## src/logic/dbsz_regs.vh

```
// register map, field positions and cycle-kind and source encodings for the bus sizing block
// What this block does
// (RQ1) byte write with high enable only copies upper data lane onto lower lane
// (RQ2) word write seeing narrow request at last state two gets second write cycle
// (RQ3) second cycle of a split word write keeps low byte enable inactive
// (RQ4) split word read reruns with low enable off, lower lane fills upper byte
// (RQ5) byte access with only low enable active ignores the narrow request
// (RQ6) only read and write cycles split; acknowledge and halt cycles never do
// (RQ7) refresh cycles drive both byte enables inactive and ignore narrow request
// (RQ8) second cycle of a split access keeps the same address on the bus
// (RQ9) no address pipelining on cycles that may be narrowed
// (RQ10) narrow device sits on lower lane, uses low enable as a0, requests in state two
// (RQ11) internal chip-select logic may drive the narrow request instead of the pin
// (RQ12) gate bit clear forces address line twenty low
// (RQ13) forcing applies to core addresses only, not dma or refresh
// (RQ14) gate configuration register resets to 0x0e, bit one is the gate
// (RQ15) word access without narrow request completes in one sixteen-bit cycle
`ifndef DBSZ_REGS_VH
`define DBSZ_REGS_VH
`define DBSZ_ADDR_W 16
`define DBSZ_OFF_GATE_CFG 16'hf092
`define DBSZ_OFF_STATUS 16'hf094
`define DBSZ_GATE_CFG_RST 8'h0e
`define DBSZ_GATE_BIT 1
`define DBSZ_A20_BIT 20
`define DBSZ_CYC_READ 2'h0
`define DBSZ_CYC_WRITE 2'h1
`define DBSZ_CYC_INTA 2'h2
`define DBSZ_CYC_HALT 2'h3
`define DBSZ_SRC_CORE 2'h0
`define DBSZ_SRC_DMA 2'h1
`define DBSZ_SRC_REFRESH 2'h2
`endif

```

## src/logic/dbsz_gate_cfg.v

```verilog
// avalon-mm slave holding the gate configuration and status registers
`timescale 1ns/1ps
`include "dbsz_regs.vh"
module dbsz_gate_cfg (
    input wire sys_clk_i,
    input wire rst_n_i,
    input wire [15:0] avs_address_i,
    input wire avs_read_i,
    input wire avs_write_i,
    input wire [31:0] avs_writedata_i,
    input wire [3:0] avs_byteenable_i,
    input wire [7:0] status_i,
    output reg [31:0] avs_readdata_o,
    output wire avs_waitrequest_o,
    output wire gate_o
);
    reg [7:0] gate_cfg_ff;
    reg ack_ff;
    wire req;
    wire hit_cfg;
    wire hit_sts;
    assign req = avs_read_i | avs_write_i;
    assign hit_cfg = (avs_address_i == `DBSZ_OFF_GATE_CFG);
    assign hit_sts = (avs_address_i == `DBSZ_OFF_STATUS);
    // one wait cycle, then answer
    assign avs_waitrequest_o = req & ~ack_ff;
    assign gate_o = gate_cfg_ff[`DBSZ_GATE_BIT];
    always @(posedge sys_clk_i or negedge rst_n_i) begin
        if (!rst_n_i) begin
            gate_cfg_ff <= `DBSZ_GATE_CFG_RST; // RQ14
            ack_ff <= 1'b0;
            avs_readdata_o <= 32'h0000_0000;
        end else begin
            ack_ff <= req & ~ack_ff;
            // write lands at the edge where waitrequest is low
            if (avs_write_i & ack_ff & hit_cfg & avs_byteenable_i[0]) begin
                gate_cfg_ff <= avs_writedata_i[7:0];
            end
            if (avs_read_i & ~ack_ff) begin
                if (hit_cfg) begin
                    avs_readdata_o <= {24'h00_0000, gate_cfg_ff};
                end else if (hit_sts) begin
                    avs_readdata_o <= {24'h00_0000, status_i};
                end else begin
                    avs_readdata_o <= 32'h0000_0000;
                end
            end
        end
    end
endmodule // dbsz_gate_cfg

```

## src/logic/dbsz_bus_sizer.v

```verilog
// bus interface: dynamic 8/16-bit sizing and address line 20 gating
`timescale 1ns/1ps
`include "dbsz_regs.vh"
module dbsz_bus_sizer #(
    parameter ADDR_W = 26
) (
    input wire sys_clk_i,
    input wire nrst_i,
    // register bus
    input wire [15:0] avs_address_i,
    input wire avs_read_i,
    input wire avs_write_i,
    input wire [31:0] avs_writedata_i,
    input wire [3:0] avs_byteenable_i,
    output wire [31:0] avs_readdata_o,
    output wire avs_waitrequest_o,
    // internal requester side
    input wire req_valid_i,
    input wire [1:0] req_kind_i,
    input wire [1:0] req_src_i,
    input wire [ADDR_W-1:0] req_addr_i,
    input wire req_high_be_i,
    input wire req_low_be_i,
    input wire [15:0] req_wdata_i,
    input wire cs_narrow_req_i,
    output wire req_ready_o,
    output reg rsp_valid_o,
    output reg [15:0] rsp_rdata_o,
    // external bus
    output reg [ADDR_W-1:0] bus_addr_o,
    output reg high_byte_enable_n_o,
    output reg low_byte_enable_n_o,
    output reg bus_write_o,
    output reg bus_cycle_o,
    output reg [15:0] bus_data_o,
    output reg bus_data_oe_o,
    input wire [15:0] bus_data_i,
    input wire ready_n_i,
    input wire narrow_bus_request_n_i
);
    localparam ST_IDLE = 2'h0;
    localparam ST_T1 = 2'h1;
    localparam ST_T2 = 2'h2;
    reg [1:0] rst_sync_ff;
    wire rst_n;
    reg [1:0] rdy_sync_ff;
    reg [1:0] nbr_sync_ff;
    reg [1:0] state_ff;
    reg [1:0] nxt_state;
    reg second_ff;
    reg [1:0] kind_ff;
    reg is_refresh_ff;
    reg [7:0] low_byte_ff;
    reg split_cnt_ff;
    reg [6:0] split_total_ff;
    wire gate;
    wire ready_seen;
    wire narrow_seen;
    wire splittable;
    wire do_split;
    wire [ADDR_W-1:0] gated_addr;
    wire [7:0] status;

    // reset release through two flops
    always @(posedge sys_clk_i or negedge nrst_i) begin
        if (!nrst_i) begin
            rst_sync_ff <= 2'b00;
        end else begin
            rst_sync_ff <= {rst_sync_ff[0], 1'b1};
        end
    end
    assign rst_n = rst_sync_ff[1];

    // pin inputs synchronised
    always @(posedge sys_clk_i or negedge rst_n) begin
        if (!rst_n) begin
            rdy_sync_ff <= 2'b11;
            nbr_sync_ff <= 2'b11;
        end else begin
            rdy_sync_ff <= {rdy_sync_ff[0], ready_n_i};
            nbr_sync_ff <= {nbr_sync_ff[0], narrow_bus_request_n_i};
        end
    end

    dbsz_gate_cfg u_cfg (
        .sys_clk_i(sys_clk_i),
        .rst_n_i(rst_n),
        .avs_address_i(avs_address_i),
        .avs_read_i(avs_read_i),
        .avs_write_i(avs_write_i),
        .avs_writedata_i(avs_writedata_i),
        .avs_byteenable_i(avs_byteenable_i),
        .status_i(status),
        .avs_readdata_o(avs_readdata_o),
        .avs_waitrequest_o(avs_waitrequest_o),
        .gate_o(gate)
    );

    function [ADDR_W-1:0] gate_addr;
        input [ADDR_W-1:0] a;
        input [1:0] src;
        input g;
        begin
            gate_addr = a;
            if ((src == `DBSZ_SRC_CORE) && !g) begin // RQ13
                gate_addr[`DBSZ_A20_BIT] = 1'b0; // RQ12
            end
        end
    endfunction

    assign gated_addr = gate_addr(req_addr_i, req_src_i, gate);
    assign ready_seen = (state_ff == ST_T2) & ~rdy_sync_ff[1];
    // external pin or internal chip select may ask for a narrow cycle
    assign narrow_seen = ~nbr_sync_ff[1] | cs_narrow_req_i; // RQ11
    // split only word reads/writes, never refresh, inta or halt
    assign splittable = ~second_ff & ~is_refresh_ff & ~high_byte_enable_n_o // RQ6 RQ7
        & ~low_byte_enable_n_o & ((kind_ff == `DBSZ_CYC_READ) // RQ5
        | (kind_ff == `DBSZ_CYC_WRITE));
    assign do_split = ready_seen & narrow_seen & splittable; // RQ2 RQ4 RQ15
    // non-pipelined: a new request is taken only from idle
    assign req_ready_o = (state_ff == ST_IDLE); // RQ9
    assign status = {split_total_ff, gate};

    always @* begin
        nxt_state = state_ff;
        case (state_ff)
            ST_IDLE: begin
                if (req_valid_i) begin
                    nxt_state = ST_T1;
                end
            end
            ST_T1: begin
                // stale ready of the previous cycle must leave the synchroniser first
                if (rdy_sync_ff[1]) begin
                    nxt_state = ST_T2;
                end
            end
            ST_T2: begin
                if (do_split) begin
                    nxt_state = ST_T1;
                end else if (ready_seen) begin
                    nxt_state = ST_IDLE;
                end
            end
            default: begin
                nxt_state = ST_IDLE;
            end
        endcase
    end

    always @(posedge sys_clk_i or negedge rst_n) begin
        if (!rst_n) begin
            state_ff <= ST_IDLE;
            second_ff <= 1'b0;
            kind_ff <= `DBSZ_CYC_READ;
            is_refresh_ff <= 1'b0;
            low_byte_ff <= 8'h00;
            split_cnt_ff <= 1'b0;
            split_total_ff <= 7'h00;
            bus_addr_o <= {ADDR_W{1'b0}};
            high_byte_enable_n_o <= 1'b1;
            low_byte_enable_n_o <= 1'b1;
            bus_write_o <= 1'b0;
            bus_cycle_o <= 1'b0;
            bus_data_o <= 16'h0000;
            bus_data_oe_o <= 1'b0;
            rsp_valid_o <= 1'b0;
            rsp_rdata_o <= 16'h0000;
        end else begin
            state_ff <= nxt_state;
            rsp_valid_o <= 1'b0;
            split_cnt_ff <= 1'b0;
            if ((state_ff == ST_IDLE) && req_valid_i) begin
                kind_ff <= req_kind_i;
                second_ff <= 1'b0;
                is_refresh_ff <= (req_src_i == `DBSZ_SRC_REFRESH);
                bus_addr_o <= gated_addr;
                bus_cycle_o <= 1'b1;
                bus_write_o <= (req_kind_i == `DBSZ_CYC_WRITE);
                if (req_src_i == `DBSZ_SRC_REFRESH) begin
                    high_byte_enable_n_o <= 1'b1; // RQ7
                    low_byte_enable_n_o <= 1'b1; // RQ7
                end else if ((req_kind_i == `DBSZ_CYC_INTA)
                        || (req_kind_i == `DBSZ_CYC_HALT)) begin
                    high_byte_enable_n_o <= 1'b1; // RQ6
                    low_byte_enable_n_o <= 1'b0; // RQ6
                end else begin
                    high_byte_enable_n_o <= ~req_high_be_i;
                    low_byte_enable_n_o <= ~req_low_be_i;
                end
                if (req_kind_i == `DBSZ_CYC_WRITE) begin
                    bus_data_oe_o <= 1'b1;
                    if (req_high_be_i && !req_low_be_i) begin
                        bus_data_o <= {req_wdata_i[15:8], req_wdata_i[15:8]}; // RQ1
                    end else begin
                        bus_data_o <= req_wdata_i;
                    end
                end else begin
                    bus_data_oe_o <= 1'b0;
                end
            end else if (do_split) begin
                // rerun with same address, upper byte only
                second_ff <= 1'b1;
                split_cnt_ff <= 1'b1;
                low_byte_ff <= bus_data_i[7:0];
                low_byte_enable_n_o <= 1'b1; // RQ3 RQ4
                bus_addr_o <= bus_addr_o; // RQ8
                bus_data_o <= {bus_data_o[15:8], bus_data_o[15:8]}; // RQ2
            end else if (ready_seen) begin
                bus_cycle_o <= 1'b0;
                bus_data_oe_o <= 1'b0;
                high_byte_enable_n_o <= 1'b1;
                low_byte_enable_n_o <= 1'b1;
                rsp_valid_o <= 1'b1;
                if (second_ff) begin
                    rsp_rdata_o <= {bus_data_i[7:0], low_byte_ff}; // RQ4
                end else if (high_byte_enable_n_o == 1'b0 && low_byte_enable_n_o) begin
                    rsp_rdata_o <= {bus_data_i[15:8], bus_data_i[7:0]};
                end else begin
                    rsp_rdata_o <= bus_data_i; // RQ15
                end
            end
            if (split_cnt_ff) begin
                split_total_ff <= split_total_ff + 7'h01;
            end
        end
    end
endmodule // dbsz_bus_sizer

```

## config.mk

```make
export PLATFORM = sky130hd
export DESIGN_NAME = dbsz_bus_sizer
export DESIGN_NICKNAME = d
export VERILOG_FILES = /design/src/logic/dbsz_gate_cfg.v /design/src/logic/dbsz_bus_sizer.v
export VERILOG_INCLUDE_DIRS = /design/src /design/src/logic
export SDC_FILE = /design/constraint.sdc
export NUM_CORES = 1
export LEC_CHECK = 0
export ABC_AREA = 1
export BUFFER_PORTS_ARGS = -buffer_cell sky130_fd_sc_hd__buf_4
export CAP_MARGIN = 0
export CORE_ASPECT_RATIO = 1.4
export CORE_MARGIN = 5
export CORE_UTILIZATION = 43
export DETAILED_ROUTE_END_ITERATION = 8
export PLACE_DENSITY_LB_ADDON = 0.05
export SLEW_MARGIN = 20
export SYNTH_ARGS = -nofsm -noshare
export SYNTH_HDL_FRONTEND = slang
export SYNTH_HIERARCHICAL = 1
export SYNTH_SLANG_ARGS = --single-unit
```

## constraint.sdc

```tcl
create_clock -name sys_clk_i -period 3.35 [get_ports sys_clk_i]
set_clock_uncertainty 0.2 [all_clocks]
set_input_delay 0.67 -clock sys_clk_i [delete_from_list [all_inputs] [get_ports sys_clk_i]]
set_output_delay 0.67 -clock sys_clk_i [all_outputs]
set_load 0.03 [all_outputs]
```

==> out/results.txt, run 1 <==
Fin Setup TNS - 0 ps
Core Area - 11700 um^2
Fin. Hold Viols - 0
Worst path buffer plus inverter count - 1
LEAKAGE - 3.70 nW
Crit Path Class - reg2reg
DRT Wirelength - 12000 um
Gpl congestion - 0.774
Main area contributors after synthesis - dfrtp_1 (49%), nand2_1 (18%), dfstp_2 (4.6%)
Post-synth cell types - 33
Worst slew pin tran - 754 ps
Clock buffer depth - 2
WL/cell - 13.0 um
Final setup vio count - 0
YS warnings - 6
Global Route Usage Sum - 17.1%
DPL Wire Length - 8990 um
Final nets - 890
IO Count - 222
Num CTS Buffers - 9
Most frequent CP cell - nand2_1
DRT Pass-1 Iters - 6
Total congestion overflow - 0
Die W - 102 um
Skew-Pair Late Insertion Delay - 330 ps
EDFF count, synth - 0
CP cell instances - nor2_4 > nand2_4 > inv_4 > nand3_4 > nand2_2 > nand2_1 > nand2_1
Post-synth top cells - nand2_1 (245), dfrtp_1 (99), inv_1 (45)
Maxcap violations - 0
Top-count cell post-synth - nand2_1
Power per Cell Area - 786 nW/um^2
CP required - 3420 ps
Area share of the largest cell type after synthesis - 48.6%
Seq/Total Area, Yosys - 53.3%
Area Overhead vs Synth - 30.6%
CP Capture Type - flop
# diodes - 0
Net Sw Frac - 41.6%
First-pass GRT wire length - 19800 um
Largest net degree at the start of global routing - 57
Layout cells sized above 1 - 31.0%
CTS root buffer - clkbuf_16
Die height - 139 um
Worst hold path class - reg2reg
RSZ-0062 raised after global routing - false
Post-cts sizing count - 0
Die area - 14200 um^2
Period minus WS final - 2100 ps
Initial antenna violation count - 0
Reg power frac - 38.4%
Mean post-synth cell area - 8.45 um^2
Via-per-instance ratio - 4.54
Max-slew violation count - 0
H-tree Lvls - 3
Slowest cell on the critical path - dfrtp_1
CP max FO - 36
Via count - 4159
Maximum vdd ir drop - 0.408 mV
Syn Inst Count - 603
Synth Register Bits - 108
CP top delay family - simple AND/OR/NAND/NOR gates
FP Rows - 47
Drt drc - 0
Worst-path clk slew - 70 ps
Fill cells - 1160
Status - finished clean
Number of buffers added on ports - 170
Area leader, netlist - dfrtp_1
Synthesized area - 5090 um^2
Critical path launch point type - flop
Max Freq - 0.476 GHz
Switching power - 2.18 mW
Combinational share of power - 42.6%
Total Power - 5.23 mW
Vias in the first global route - 4155
Async SR Flop Fraction - 100%
Initial core utilization - 43.5%
Ys flop type - dfrtp_1
Num Clock Sinks - 108
Antenna-violating nets left - 0
Relative slew slack - 49.6%
Max incr delay on CP - 470 ps
CTS tree - built
Clock power frac - 19.0%
Internal - 3.05 mW
CP Data Arrival Time - 2170 ps
Initial DRC count - 124
Final worst path period share - 62.8%
-- worst reg2reg max path: cells and delay by family (launching register included) --
kind	cells	cell delay (ps)
simple gates	6	1080
buf+inv	1	300
flops	1	470
-- power groups by stage --
stage                     Clock (mW)  Sequential (mW)  Combinational, mW
after floorplan                    0             2.71              0.727
after global placement             0             2.02               2.24
after detailed placement           0             2.03               2.27
after CTS                       1.03             2.01               2.27
after global routing            1.08             2.07               2.41
final                          0.993             2.01               2.23
-- final timing paths --
path                       cells past startpoint                startpoint  slack, ps                          to
max                                            7   state_ff[0]$_DFFE_PN0P_       1250   bus_data_o[2]$_DFFE_PN0P_
min                                            0  rdy_sync_ff[0]$_DFF_PN1_        160    rdy_sync_ff[1]$_DFF_PN1_
max reg2reg                                    7   state_ff[0]$_DFFE_PN0P_       1250   bus_data_o[2]$_DFFE_PN0P_
min reg2reg                                    0  rdy_sync_ff[0]$_DFF_PN1_        160    rdy_sync_ff[1]$_DFF_PN1_
max in group asynchronous                      1  rst_sync_ff[1]$_DFF_PN0_       1960    nbr_sync_ff[0]$_DFF_PN1_
min in group asynchronous                      0  rst_sync_ff[1]$_DFF_PN0_        200  bus_addr_o[15]$_DFFE_PN0N_
-- final cells by class --
cell class	count	area [um^2]	share of cell area [%]
Clock buffer	11	243	3.65
Sequential cell	108	2720	40.8
Clock inverter	5	38.8	0.583
Inverter	51	194	2.91
Timing Repair Buffer	173	1310	19.7
Multi-Input combinational cell	422	1970	29.5
Tap cell	147	184	2.76
-- per-stage QoR --
stage | worst slack (ps) | hold WS, ps | utilization, % | cells | area (um^2)
3_5_place_dp | 1100 | 138 | 54.4 | 900 | 6360
6_report | 1250 | 156 | 56.9 | 917 | 6660
3_3_place_gp | 1130 | 140 | 54.4 | 900 | 6360
2_1_floorplan | 1350 | 131 | - | 626 | 5180
5_1_grt | 1020 | 162 | 56.9 | 917 | 6660
4_1_cts | 1190 | 157 | 56.9 | 917 | 6660
-- per-layer routing --
metal / vias up / routed length, um / GRT usage [%]
li1: 2155 / - / -
met1: 1884 / 4690 / 21.2
met2: 107 / 6350 / 29.1
met3: 13 / 714 / 4.28
met4: 0 / 206 / 5.25
met5: - / 0 / 0
-- timing repair --
action                                  CTS  global route
hold buffers                              1             0
endpoints found under the setup margin    0             0
hold endpoints to repair                  2             0
setup buffers                             0             0
-- cell families after synthesis --
group                      Yosys count  synth area share, %
adders and majority gates            1                0.246
buffers and inverters               96                 9.85
other                                2                0.147
DFF                                108                 53.3
AOI/OAI and AO/OA                   69                 8.23
and+or+nand+nor                    322                 27.4
xor gates and xnor gates             5                0.859
-- cells in the final DEF (no fill, tap or decap), types with 3 or more instances in the layout --
cell type,instances
xor2_1,4
clkinvlp_4,4
inv_2,4
buf_4,171
dfrtp_1,98
o21ai_0,37
clkbuf_16,9
nand2_1,245
a21oi_1,5
nand2_2,4
dfstp_2,9
nand3_4,3
conb_1,25
inv_1,45
o21ai_2,16
nor2_4,4
o21ai_1,9
nor2_1,13
nor2_2,6
nand3_1,39
-- registers in the layout (all words and copies together) (netlist names), 2 cells and up --
name,cells
state_ff,2
low_byte_ff,8
nbr_sync_ff,2
rst_sync_ff,2
u_cfg/gate_cfg_ff,8
u_cfg/avs_readdata_o,8
split_total_ff,7
bus_data_o,16
rdy_sync_ff,2
bus_addr_o,26
rsp_rdata_o,16
No activity file was read; power rests on OpenSTA's default activity.
==> inputs of run 2 (changes only) <==
ABC_AREA = 0   (was 1)
CORE_UTILIZATION = 47   (was 43)
clock period = 2.1 ns   (was 3.35 ns; I/O delays follow)
==> run 2 against run 1 <==
The run now ends with setup timing left. Via count is 13% lower. Combinational power is 72% higher. Sequential share of layout area is 0.19 points lower. Final cell count is 18% lower. Power is 67% higher. Core utilization is 11 points higher. Clock power is 77% higher. Area after synthesis is 6.8% lower. Sequential power is 57% higher. Clock-buffer cell count stayed put.
==> out/results.txt, run 2 <==
Status - finished with violations (was finished clean)
Failing checks - setup timing
DPL Wire Length - 8660 um (was 8990 um)
Max-slew violation count - 0 (unchanged)
FF-to-FF End - rsp_rdata_o[1]$_DFFE_PN0P_ (was bus_data_o[2]$_DFFE_PN0P_)
H-tree Lvls - 3 (unchanged)
Layout cells sized above 1 - 44.7% (was 31.0%)
Skew-Pair Late Insertion Delay - 340 ps (was 330 ps)
Initial core utilization - 48.0% (was 43.5%)
Initial antenna violation count - 0 (unchanged)
GR peak layer - met2 (unchanged)
Synthesized area - 4750 um^2 (was 5090 um^2)
R2R cell count - 7 (unchanged)
Global Route Usage Sum - 19.0% (was 17.1%)
Highest-count cells in the layout ignoring fill and taps - buf_4 (191), nand2_1 (100), dfrtp_1 (98) (was nand2_1 (245), buf_4 (171), dfrtp_1 (98), inv_1 (45), nand3_1 (39))
CTS tree - built (unchanged)
IO Count - 222 (unchanged)
Worst Slack Setup Final - -12.3 ps (was 1250 ps)
Post-synth top cells - nand2_1 (104), dfrtp_1 (99), buf_4 (25), mux2_2 (25), mux2i_1 (25) (was nand2_1 (245), dfrtp_1 (99), inv_1 (45))
Worst-path clk slew - 70 ps (about the same)
Reg2Reg Setup Slack - -10 ps (was 1250 ps)
Worst slew pin tran - 732 ps (was 754 ps)
Main area contributors after synthesis - dfrtp_1 (52%), nand2_1 (8.2%), mux2_2 (5.9%) (was dfrtp_1 (49%), nand2_1 (18%), dfstp_2 (4.6%))
Relative slew slack - 50.8% (was 49.6%)
Initial DRC count - 96 (was 124)
Antenna-violating nets left - 0 (unchanged)
Worst slack, placed - -230 ps (was 1100 ps)
Core Area - 9900 um^2 (was 11700 um^2)
# diodes - 0 (unchanged)
Gpl congestion - 0.839 (was 0.774)
Worst path buffer plus inverter count - 3 (was 1)
Synth Register Bits - 108 (unchanged)
Critical path launch point type - flop (unchanged)
CP cell instances - or4_4 > buf_6 > o31ai_4 > buf_6 > clkbuf_16 > nand2_2 > o21ai_1 (was nor2_4 > nand2_4 > inv_4 > nand3_4 > nand2_2 > nand2_1 > nand2_1)
CP Capture Type - flop (unchanged)
LEAKAGE - 3.48 nW (was 3.70 nW)
Max Freq - 0.473 GHz (was 0.476 GHz)
Post-synth cell types - 42 (was 33)
Crit Path Class - reg2reg (unchanged)
YS warnings - 6 (unchanged)
Vias in the first global route - 3716 (was 4155)
Area share of the largest cell type after synthesis - 52.2% (was 48.6%)
FP Rows - 43 (was 47)
WL/cell - 15.3 um (was 13.0 um)
Maximum vdd ir drop - 0.736 mV (was 0.408 mV)
Async SR Flop Fraction - 100% (unchanged)
Via count - 3612 (was 4159)
Via-per-instance ratio - 4.80 (was 4.54)
Commonest non-fill, non-tap cell in the layout - buf_4 (was nand2_1)
Grt met1 use - 21.8% (was 21.2%)
Ys flop type - dfrtp_1 (unchanged)
Slowest cell on the critical path - or4_4 (was dfrtp_1)
CP max FO - 8 (was 36)
Number of buffers added on ports - 170 (unchanged)
Drt drc - 0 (unchanged)
Final nets - 737 (was 890)
Most frequent CP cell - buf_6 (was nand2_1)
Design Area, Final - 6690 um^2 (was 6660 um^2)
Met3 GRT Util - 5.61% (was 4.28%)
R2r startpoint - low_byte_enable_n_o$_DFFE_PN1P_ (was state_ff[0]$_DFFE_PN0P_)
Die W - 95.0 um (was 102 um)
Top-count cell post-synth - nand2_1 (unchanged)
Global Route met2 Usage - 32.5% (was 29.1%)
RSZ-0062 raised after global routing - true (was false)
Placed insts - 727 (was 900)
Worst hold path class - reg2async (was reg2reg)
Largest net degree at the start of global routing - 65 (was 57)
Num CTS Buffers - 9 (unchanged)
Maxcap violations - 0 (unchanged)
Area leader, netlist - dfrtp_1 (unchanged)
Final worst path period share - 101% (was 62.8%)
Total congestion overflow - 0 (unchanged)
Crit path depth - 7 (unchanged)
EDFF count, synth - 0 (unchanged)
Worst hold slack - 7.40 ps (was 156 ps)
Clock buffer depth - 2 (unchanged)
CP required - 2170 ps (was 3420 ps)
CP top delay family - simple AND/OR/NAND/NOR gates (unchanged)
Fin. Hold Viols - 0 (unchanged)
DRT Wirelength - 11500 um (was 12000 um)
Placed Area - 6220 um^2 (was 6360 um^2)
DRT Pass-1 Iters - 4 (was 6)
Max incr delay on CP - 560 ps (was 470 ps)
Seq/Total Area, Yosys - 57.2% (was 53.3%)
Die area - 12200 um^2 (was 14200 um^2)
First-pass GRT wire length - 18000 um (was 19800 um)
Regs by FF count - bus_addr_o: 26 flops, bus_data_o: 16 flops, rsp_rdata_o: 16 flops (unchanged)
Final setup vio count - 5 (was 0)
Final Non-Filler Cells - 752 (was 917)
Mean post-synth cell area - 11.4 um^2 (was 8.45 um^2)
Max reg flops - 26 (unchanged)
Largest Register - bus_addr_o (unchanged)
Area Overhead vs Synth - 40.8% (was 30.6%)
CTS root buffer - clkbuf_16 (unchanged)
Period minus WS final - 2110 ps (was 2100 ps)
CP Data Arrival Time - 2180 ps (was 2170 ps)
Num Clock Sinks - 108 (unchanged)
Syn Inst Count - 417 (was 603)
Power per Cell Area - 1310 nW/um^2 (was 786 nW/um^2)
Die height - 129 um (was 139 um)
[run 2: cell count changes after synthesis, sizes merged, moves of 4 or more]
cell / previous run / this run
nor4b: 0 / 4
and2: 0 / 8
a221o: 0 / 8
mux2i: 0 / 25
mux2: 0 / 33
o21ai: 63 / 16
clkbuf: 4 / 13
nand2: 251 / 104
nor2: 24 / 20
buf: 41 / 29
nand3: 42 / 2
inv: 50 / 3
nand2b: 0 / 4
a21oi: 5 / 10
[run 2: stage by stage]
stage | util [%] | setup TNS, ps | power, mW
floorplan | - | -261 | 5.41
global placement | 62.9 | -2300 | 6.86
detailed placement | 62.9 | -3070 | 6.94
CTS | 66.5 | 0 | 8.75
global route | 67.6 | -842 | 9.26
finish | 67.6 | -30.1 | 8.74
[run 2: worst max path at each step]
| stage | startpoint | end | slack [ps] |
|---|---|---|---|
| after global placement | cs_narrow_req_i | bus_data_o[7]$_DFFE_PN0P_ | -220 |
| after CTS | is_refresh_ff$_DFFE_PN0N_ | bus_data_o[3]$_DFFE_PN0P_ | 0.9 |
| after floorplan | second_ff$_DFFE_PN0P_ | low_byte_ff[0]$_DFFE_PN0P_ | -20 |
| final | low_byte_enable_n_o$_DFFE_PN1P_ | rsp_rdata_o[1]$_DFFE_PN0P_ | -10 |
| after detailed placement | cs_narrow_req_i | bus_data_o[2]$_DFFE_PN0P_ | -230 |
| after global routing | second_ff$_DFFE_PN0P_ | rsp_rdata_o[1]$_DFFE_PN0P_ | -80 |
[run 2: logic make-up after synthesis]
| logic type | Yosys count | share of synthesized area, % |
|---|---|---|
| xor gates and xnor gates | 6 | 1.11 |
| other | 2 | 0.158 |
| DFF | 108 | 57.2 |
| adders and majority gates | 1 | 0.263 |
| and+or+nand+nor | 158 | 16.2 |
| muxes | 58 | 13.7 |
| buffers and inverters | 45 | 5.90 |
| AOI/OAI and AO/OA | 39 | 5.53 |
[run 2: cell type report]
type / count / area, um^2
clock inverters: 5 / 77.6
repair buffers: 203 / 1610
well taps: 135 / 169
multi-input cells: 287 / 1870
fillers: 829 / 3210
inverters: 3 / 11.3
clock buffers: 11 / 233
flip-flops and latches: 108 / 2720
[run 2: worst reg2reg max path, delay by kind of cell (launching register included)]
kind	cells	cell delay, ps
compound gates	2	400
buf+inv	3	490
simple gates	2	600
flops	1	370
[run 2: layer usage]
metal	vias up	share of wire [%]
met5	-	0
met4	0	2.1
met3	21	7.3
met2	108	53
met1	1739	37
li1	1744	-
[run 2: report_power, final]
part	leakage [nW]	switching (mW)	internal (mW)	total, mW
registers	1.36	0.404	2.75	3.15
clock network	0.150	0.721	1.04	1.76
logic	1.97	2.29	1.53	3.83
[run 2: what timing repair did]
action / 4_1_cts / 5_1_grt
resized for setup: 2 / 20
gates cloned: 0 / 3
setup endpoints to repair: 13 / 20
hold endpoints to repair: 4 / 0
pin swaps: 0 / 4
setup buffers: 1 / 2
hold buffers: 3 / 0
